$ cat config.mk
export PLATFORM = sky130hd
export DESIGN_NAME = caf_filter_config
export DESIGN_NICKNAME = d
export VERILOG_FILES = /design/src/logic/caf_pkg.sv /design/src/logic/caf_match.sv /design/src/logic/caf_filter_config.sv
export SDC_FILE = /design/constraint.sdc
export NUM_CORES = 1
export LEC_CHECK = 0
export ABC_CLOCK_PERIOD_IN_PS = 5420
export BUFFER_PORTS_ARGS = -buffer_cell sky130_fd_sc_hd__buf_2
export CAP_MARGIN = 40
export CELL_PAD_IN_SITES_DETAIL_PLACEMENT = 1
export CELL_PAD_IN_SITES_GLOBAL_PLACEMENT = 2
export CORE_UTILIZATION = 40
export DETAILED_ROUTE_END_ITERATION = 10
export GPL_TIMING_DRIVEN = 0
export HOLD_SLACK_MARGIN = 0.15
export PLACE_DENSITY_LB_ADDON = 0.1
export SLEW_MARGIN = 0
export SYNTH_ARGS = -nofsm -noshare
export SYNTH_HDL_FRONTEND = slang
export SYNTH_SLANG_ARGS = --single-unit
$ cat constraint.sdc
create_clock -name mclk_in -period 5.42 [get_ports mclk_in]
set_clock_uncertainty 0.15 [all_clocks]
set_input_delay 1.084 -clock mclk_in [delete_from_list [all_inputs] [get_ports mclk_in]]
set_output_delay 1.084 -clock mclk_in [all_outputs]
set_load 0.005 [all_outputs]
$ cat src/logic/caf_pkg.sv
package caf_pkg;

	// Sizes
	localparam int unsigned NUM_FILTERS = 16;
	localparam int unsigned NUM_MASKS   = 4;
	localparam int unsigned NUM_CTL     = 4;
	localparam int unsigned ID_W        = 11;
	localparam int unsigned ADDR_W      = 8;
	localparam int unsigned DATA_W      = 32;
	localparam int unsigned IDX_W       = 4;

	// Register map, byte addresses
	localparam logic [7:0] CTL_BASE    = 8'h00;
	localparam logic [7:0] MASK_BASE   = 8'h10;
	localparam logic [7:0] FID_BASE    = 8'h20;
	localparam logic [7:0] STATUS_ADDR = 8'h60;

	// Control byte layout
	localparam int unsigned EN_BIT       = 7;
	localparam int unsigned MSEL_LO      = 5;
	localparam int unsigned MSEL_W       = 2;
	localparam int unsigned FSEL_LO      = 0;
	localparam int unsigned FSEL_W       = 5;
	localparam int unsigned FSEL_RSV_BIT = 4;

	// Status layout
	localparam int unsigned ST_FIFO_LO   = 0;
	localparam int unsigned ST_FILT_LO   = 4;
	localparam int unsigned ST_SEEN_BIT  = 8;
	localparam int unsigned ST_COUNT_LO  = 16;

	// Reset values
	localparam logic [7:0]      CTL_BYTE_RESET = 8'h00;
	localparam logic [ID_W-1:0] MASK_RESET     = 11'h000;
	localparam logic [ID_W-1:0] FID_RESET      = 11'h000;

	// Aligned word inside a block of count words at base
	function automatic logic word_hit(input logic [ADDR_W-1:0] addr,
	                                  input logic [ADDR_W-1:0] base,
	                                  input int unsigned       count);
		logic [ADDR_W-1:0] off;
		off = addr - base;
		word_hit = (addr >= base) && (off[1:0] == 2'b00) && (int'(off[ADDR_W-1:2]) < count);
	endfunction

	function automatic logic [ADDR_W-3:0] word_idx(input logic [ADDR_W-1:0] addr,
	                                               input logic [ADDR_W-1:0] base);
		logic [ADDR_W-1:0] off;
		off = addr - base;
		word_idx = off[ADDR_W-1:2];
	endfunction

	// Enabled filter keeps its fields; only the enable bit may change
	function automatic logic [7:0] ctl_byte_update(input logic [7:0] old_byte,
	                                               input logic [7:0] new_byte);
		if (old_byte[EN_BIT]) begin
			ctl_byte_update = {new_byte[EN_BIT], old_byte[EN_BIT-1:0]};
		end else begin
			ctl_byte_update = new_byte;
		end
	endfunction

endpackage

$ cat src/logic/caf_match.sv
`timescale 1ns/1ps
module caf_match (
	// Filter setup
	input  wire logic [caf_pkg::NUM_FILTERS-1:0][7:0]             ctl_in,
	input  wire logic [caf_pkg::NUM_MASKS-1:0][caf_pkg::ID_W-1:0]  mask_in,
	input  wire logic [caf_pkg::NUM_FILTERS-1:0][caf_pkg::ID_W-1:0] fid_in,
	// Identifier under test
	input  wire logic [caf_pkg::ID_W-1:0]                          id_in,
	// Result
	output logic                                                   hit_out,
	output logic [caf_pkg::IDX_W-1:0]                              filter_out,
	output logic [caf_pkg::IDX_W-1:0]                              fifo_out
);

	logic [caf_pkg::MSEL_W-1:0] sel;
	logic [caf_pkg::FSEL_W-1:0] dest;
	logic [caf_pkg::ID_W-1:0]   m;

	// Descending scan so the lowest numbered filter wins
	always_comb begin
		sel        = '0;
		dest       = '0;
		m          = '0;
		hit_out    = 1'b0;
		filter_out = '0;
		fifo_out   = '0;
		for (int i = caf_pkg::NUM_FILTERS - 1; i >= 0; i--) begin
			sel  = ctl_in[i][caf_pkg::MSEL_LO +: caf_pkg::MSEL_W];
			dest = ctl_in[i][caf_pkg::FSEL_LO +: caf_pkg::FSEL_W];
			m    = mask_in[sel];
			if (ctl_in[i][caf_pkg::EN_BIT] && !dest[caf_pkg::FSEL_RSV_BIT] &&
			    (((id_in ^ fid_in[i]) & m) == '0)) begin
				hit_out    = 1'b1;
				filter_out = caf_pkg::IDX_W'(i);
				fifo_out   = dest[caf_pkg::IDX_W-1:0];
			end
		end
	end

endmodule

$ cat src/logic/caf_filter_config.sv
// Strobed register access and the address map were decided locally.
`timescale 1ns/1ps
module caf_filter_config (
	// Clock and reset
	input  wire logic                         mclk_in,
	input  wire logic                         resetn_in,
	// Register port
	input  wire logic [caf_pkg::ADDR_W-1:0]   addr_in,
	input  wire logic [caf_pkg::DATA_W-1:0]   wdata_in,
	input  wire logic                         wr_in,
	input  wire logic                         rd_in,
	output logic      [caf_pkg::DATA_W-1:0]   rdata_out,
	// Received identifier
	input  wire logic                         rx_valid_in,
	input  wire logic [caf_pkg::ID_W-1:0]     rx_id_in,
	// Store request towards the FIFOs
	output logic                              store_valid_out,
	output logic      [caf_pkg::IDX_W-1:0]    store_fifo_out,
	output logic      [caf_pkg::IDX_W-1:0]    store_filter_out,
	// Filter enables
	output logic      [caf_pkg::NUM_FILTERS-1:0] filter_enable_out
);

	typedef struct packed {
		logic [caf_pkg::NUM_FILTERS-1:0][7:0]              ctl;
		logic [caf_pkg::NUM_MASKS-1:0][caf_pkg::ID_W-1:0]   mask;
		logic [caf_pkg::NUM_FILTERS-1:0][caf_pkg::ID_W-1:0] fid;
		logic [caf_pkg::DATA_W-1:0]                         rdata;
		logic                                               hit;
		logic [caf_pkg::IDX_W-1:0]                          hit_filter;
		logic [caf_pkg::IDX_W-1:0]                          hit_fifo;
		logic                                               seen;
		logic [15:0]                                        hit_count;
		logic [caf_pkg::NUM_FILTERS-1:0]                    en;
	} caf_state_s;

	caf_state_s q;
	caf_state_s d;

	logic                       m_hit;
	logic [caf_pkg::IDX_W-1:0]  m_filter;
	logic [caf_pkg::IDX_W-1:0]  m_fifo;
	logic [caf_pkg::ADDR_W-3:0] widx;
	logic [caf_pkg::IDX_W-1:0]  fidx;
	logic [7:0]                 upd;

	caf_match u_match (
		.ctl_in     (q.ctl),
		.mask_in    (q.mask),
		.fid_in     (q.fid),
		.id_in      (rx_id_in),
		.hit_out    (m_hit),
		.filter_out (m_filter),
		.fifo_out   (m_fifo)
	);

	always_comb begin
		d    = q;
		widx = '0;
		fidx = '0;
		upd  = '0;

		// Register writes
		if (wr_in) begin
			if (caf_pkg::word_hit(addr_in, caf_pkg::CTL_BASE, caf_pkg::NUM_CTL)) begin
				widx = caf_pkg::word_idx(addr_in, caf_pkg::CTL_BASE);
				for (int j = 0; j < 4; j++) begin
					fidx = {widx[1:0], 2'(j)};
					upd  = caf_pkg::ctl_byte_update(q.ctl[fidx], wdata_in[8*j +: 8]);
					d.ctl[fidx] = upd;
				end
			end else if (caf_pkg::word_hit(addr_in, caf_pkg::MASK_BASE,
			                               caf_pkg::NUM_MASKS)) begin
				widx = caf_pkg::word_idx(addr_in, caf_pkg::MASK_BASE);
				d.mask[widx[1:0]] = wdata_in[caf_pkg::ID_W-1:0];
			end else if (caf_pkg::word_hit(addr_in, caf_pkg::FID_BASE,
			                               caf_pkg::NUM_FILTERS)) begin
				widx = caf_pkg::word_idx(addr_in, caf_pkg::FID_BASE);
				d.fid[widx[caf_pkg::IDX_W-1:0]] = wdata_in[caf_pkg::ID_W-1:0];
			end
		end

		// Register reads, data in the next cycle only
		d.rdata = '0;
		if (rd_in) begin
			if (caf_pkg::word_hit(addr_in, caf_pkg::CTL_BASE, caf_pkg::NUM_CTL)) begin
				widx = caf_pkg::word_idx(addr_in, caf_pkg::CTL_BASE);
				d.rdata = q.ctl[{widx[1:0], 2'b00} +: 4];
			end else if (caf_pkg::word_hit(addr_in, caf_pkg::MASK_BASE,
			                               caf_pkg::NUM_MASKS)) begin
				widx = caf_pkg::word_idx(addr_in, caf_pkg::MASK_BASE);
				d.rdata[caf_pkg::ID_W-1:0] = q.mask[widx[1:0]];
			end else if (caf_pkg::word_hit(addr_in, caf_pkg::FID_BASE,
			                               caf_pkg::NUM_FILTERS)) begin
				widx = caf_pkg::word_idx(addr_in, caf_pkg::FID_BASE);
				d.rdata[caf_pkg::ID_W-1:0] = q.fid[widx[caf_pkg::IDX_W-1:0]];
			end else if (addr_in == caf_pkg::STATUS_ADDR) begin
				d.rdata[caf_pkg::ST_FIFO_LO +: caf_pkg::IDX_W] = q.hit_fifo;
				d.rdata[caf_pkg::ST_FILT_LO +: caf_pkg::IDX_W] = q.hit_filter;
				d.rdata[caf_pkg::ST_SEEN_BIT]                  = q.seen;
				d.rdata[caf_pkg::ST_COUNT_LO +: 16]            = q.hit_count;
			end
		end

		// Store request one cycle after the identifier
		d.hit = rx_valid_in && m_hit;
		if (rx_valid_in && m_hit) begin
			d.hit_filter = m_filter;
			d.hit_fifo   = m_fifo;
			d.seen       = 1'b1;
			d.hit_count  = q.hit_count + 16'h0001;
		end

		for (int i = 0; i < caf_pkg::NUM_FILTERS; i++) begin
			d.en[i] = d.ctl[i][caf_pkg::EN_BIT];
		end

		if (!resetn_in) begin
			d      = '0;
			d.ctl  = {caf_pkg::NUM_FILTERS{caf_pkg::CTL_BYTE_RESET}};
			d.mask = {caf_pkg::NUM_MASKS{caf_pkg::MASK_RESET}};
			d.fid  = {caf_pkg::NUM_FILTERS{caf_pkg::FID_RESET}};
		end
	end

	always_ff @(posedge mclk_in) begin
		q <= d;
	end

	assign rdata_out         = q.rdata;
	assign store_valid_out   = q.hit;
	assign store_fifo_out    = q.hit_fifo;
	assign store_filter_out  = q.hit_filter;
	assign filter_enable_out = q.en;

endmodule

==> results.json <==
{
  "reg2reg_depth": 10,
  "antenna_left": 0,
  "syn-mean-instance-area_um2": 9.97,
  "synthArstFlopShare_pct": 0,
  "synth_top_family_by_area": "multiplexers",
  "cts_setup_buffers": 0,
  "numClockSinks": 406,
  "drv_slew": 0,
  "hold_path_depth": 2,
  "synth_edf_count": 0,
  "outcome": "finished, final reports clean",
  "hold_start": "q[19]",
  "p_comb_share_pct": 7.4,
  "worstSetupPathType": "in2reg",
  "io_buffers": 100,
  "switching_share_pct": 26.0,
  "power.switching_w": 0.00186,
  "initial_utilization_pct": 40.6,
  "cp_slowest_cell": "clkbuf_1",
  "worst-path-max-fanout": 10,
  "grt_pass1_wl_um": 198000,
  "fin_ws_ns": 0.247,
  "synth_top_area_share_pct": 31.6,
  "cp_common_cell": "clkbuf_1",
  "final_nets": 2827,
  "regToRegEndpoint": "store_fifo_out[3]",
  "dp_slack_ns": -0.478,
  "die_w_um": 256,
  "yosysTopAreaCell": "dfxtp_1",
  "cts-buffers-inserted": 48,
  "hold_class": "reg2reg",
  "yosys_warnings": 0,
  "min_to": "q[19]",
  "setup_viol": 0,
  "final-hold-violation-count": 0,
  "routabilityCongestion": 1.06,
  "critPathRequiredTime_ns": 5.75,
  "htreeDepth": 2,
  "whs_ns": 0.347,
  "powerDensity_nw_per_um2": 242,
  "grt.overflow.total": 0,
  "dieArea_um2": 65300,
  "fin_util_pct": 46.6,
  "intPower_w": 0.00528,
  "wl_um": 144000,
  "syn_nets": 2641,
  "cp_slowest_stage_delay_ns": 0.67,
  "ios": 113,
  "synth_ff_type": "dfxtp_1",
  "num_rows": 92,
  "ff2ff_setup_slack_ns": 1.08,
  "yosys.area_share.adder_pct": 0.195,
  "cts_root_buffer": "clkbuf_16",
  "critical_path.startpoint_type": "primary input",
  "area_growth_pct": 14.6,
  "path_cells": "buf_2 -> clkbuf_1 -> inv_1 -> buf_1 -> ha_1 -> nor2b_1 -> xnor2_1 -> and3_1 -> clkbuf_1 -> nor3_4 -> nand2_1 -> nor3_2 -> buf_4 -> mux2i_1 -> nor2_1",
  "netlist_instances": 2581,
  "cts_tree": "yes",
  "synthXorXnorAreaFrac_pct": 6.06,
  "max_slew.worst_pin.slew_ns": 1.02,
  "synthTopCellsByArea": "dfxtp_1 (32%), mux4_2 (22%), xor2_1 (6.0%), mux2i_1 (5.5%), nor2_1 (3.9%)",
  "core_um2": 63300,
  "rr_startpoint": "q[380]",
  "max-vdd-ir-drop_uv": 219,
  "antenna_found_initial": 6,
  "first_pass_iters": 6,
  "gr-usage-all-layers_pct": 43.5,
  "p_leak_nw": 10.4,
  "syn_area_um2": 25700,
  "rsz0062_at_grt": "false",
  "max_freq_mhz": 193,
  "clockPowerShare_pct": 50.6,
  "maxCapViolCount": 0,
  "slew_headroom_pct": 31.9,
  "yosys.area_share.simple_pct": 11.0,
  "drive_gt1_share_pct": 22.6,
  "clkLatencyLatePin_ns": 0.62,
  "finalSetupTns_ns": 0,
  "die_h_um": 256,
  "clk_transition_reported_paths_ns": 0.06,
  "ys_types": 78,
  "crit_path_end_kind": "flop",
  "num-fill-cells": 7061,
  "synth_compound_gate_area_share_pct": 14.7,
  "grt_pass1_vias": 24466,
  "ys_seq_area_share_pct": 31.6,
  "power_w": 0.00714,
  "drt_iter0_markers": 3574,
  "finalCritPeriodShare_pct": 95.4,
  "post_drt_wl_per_cell_um": 39.5,
  "finalCriticalPeriod_ns": 5.17,
  "cts_buffer_depth": 3,
  "grt_max_degree": 14,
  "seqPwrFrac_pct": 42.0,
  "drc": 0,
  "yosys-mux-area-fraction_pct": 29.9,
  "via_count": 25051,
  "ys_seq_elements": 406,
  "hpwlAfterDp_um": 115000,
  "viasPerCell": 6.85,
  "arrival_ns": 5.50
}
-- logic make-up (layout without fill, tap and decap cells) --
group,after synthesis,in the layout
multiplexers,416,416
XOR/XNOR,178,178
AND/OR/NAND/NOR,637,637
flip-flops,406,406
adder cells (fa/ha/maj),4,4
other,0,3
AO/OA/AOI/OAI,590,590
buffers and inverters,350,576
-- cells in the final DEF (no fill, tap or decap), types with 5 or more instances in the layout --
| cell | count |
|---|---|
| nand2_1 | 227 |
| a31oi_1 | 6 |
| buf_1 | 13 |
| and2_1 | 12 |
| nor3_2 | 7 |
| and3_1 | 8 |
| nor2b_1 | 10 |
| buf_4 | 67 |
| mux4_2 | 249 |
| clkbuf_1 | 202 |
| nor2_1 | 267 |
| a22o_1 | 18 |
| nand2b_1 | 28 |
| nand3_1 | 9 |
| buf_6 | 23 |
| inv_1 | 10 |
| nand4_1 | 20 |
| a21oi_1 | 170 |
| clkbuf_8 | 9 |
| a221oi_1 | 7 |
| nor3_1 | 12 |
| clkbuf_16 | 49 |
| a211oi_1 | 115 |
| o21ai_0 | 151 |
| a22oi_2 | 5 |
| buf_8 | 19 |
| mux2i_1 | 142 |
| a22oi_1 | 71 |
| buf_2 | 158 |
| bufinv_16 | 8 |
| mux4_1 | 25 |
| nor4_1 | 5 |
| dfxtp_1 | 406 |
| and4_1 | 5 |
| xor2_1 | 176 |
| clkinv_2 | 13 |
-- area by class of cell --
type | instances | area, µm² | share of cell area (%)
clock buffer | 65 | 1380 | 4.67
clock inverter | 25 | 339 | 1.15
multi-input combinational | 1825 | 15900 | 54.0
tap | 846 | 1060 | 3.59
inverter | 11 | 41.3 | 0.140
buffer | 339 | 1650 | 5.59
sequential | 406 | 8130 | 27.6
timing repair buffer | 136 | 971 | 3.29
antenna | 3 | 7.51 | 0.0255
-- flip-flops by register name (all words and copies together), names as in the netlist --
name and cells:
store_valid_out 1, store_filter_out 4, filter_enable_out 15, q 350, store_fifo_out 4, rdata_out 32
-- routing by layer --
metal,vias to the layer above,share of wire (%),global-route usage (%)
met2,1876,41,62.6
met4,4,6.6,23.5
met3,421,13,14.4
li1,9895,-,-
met1,12855,39,57.6
met5,-,0.019,0
-- how the worst max path moves through the flow --
stage                     startpoint     end  slack (ns)  depth (start not counted)
final                     addr_in[5]  q[167]        0.25                         15
after global routing      addr_in[5]  q[167]        0.21                         15
after CTS                 addr_in[5]  q[167]        0.15                         15
after detailed placement  addr_in[5]  q[172]       -0.48                         15
after global placement    addr_in[5]  q[172]       -0.76                         15
after floorplan           addr_in[5]  q[163]        1.27                         14
-- synthesized netlist by cell type (all sizes together), types with 3 or more instances --
master and instances:
nand4b 3, xor2 176, o21ai 151, buf 144, a22o 18, dfxtp 406, a31o 3, a311oi 4
and4 6, a221o 4, nor2 267, nand2b 28, and3 8, nor3 21, nand3 10, o31ai 4
a22oi 76, clkbuf 195, o221a 3, a221oi 8, or2 6, ha 4, mux2i 142, nand2 227
and2 12, a31oi 7, a21oi 170, nor4 7, nor2b 10, a211oi 116, mux4 274, or3 4
inv 11, nand4 21, o311ai 3, o211ai 3, o22ai 5
-- through the flow --
| stage | cells | cell area [µm²] |
|---|---|---|
| floorplan | 2581 | 25700 |
| global placement | 3527 | 27300 |
| detailed placement | 3563 | 27800 |
| CTS | 3653 | 29500 |
| global route | 3653 | 29500 |
| finish | 3656 | 29500 |
-- timing repair --
action,in CTS,in global routing
endpoints found under the setup margin,0,10
resized for setup,0,1
hold buffers,0,0
-- power groups by stage --
stage	Sequential [W]	Combinational (W)	Clock, W
floorplan	0.00306	0.000250	0
global placement	0.00306	0.000477	0
detailed placement	0.00306	0.000505	0
CTS	0.00300	0.000507	0.00362
global route	0.00299	0.000532	0.00374
finish	0.00300	0.000529	0.00361
-- worst max-delay path: cells and delay by family --
family / cells / cell delay, ns
and+or+nand+nor: 6 / 1.89
buffers and inverters: 6 / 1.88
adders and majority gates: 1 / 0.26
muxes: 1 / 0.24
xor gates and xnor gates: 1 / 0.12
(Power assumes the default switching activity.)
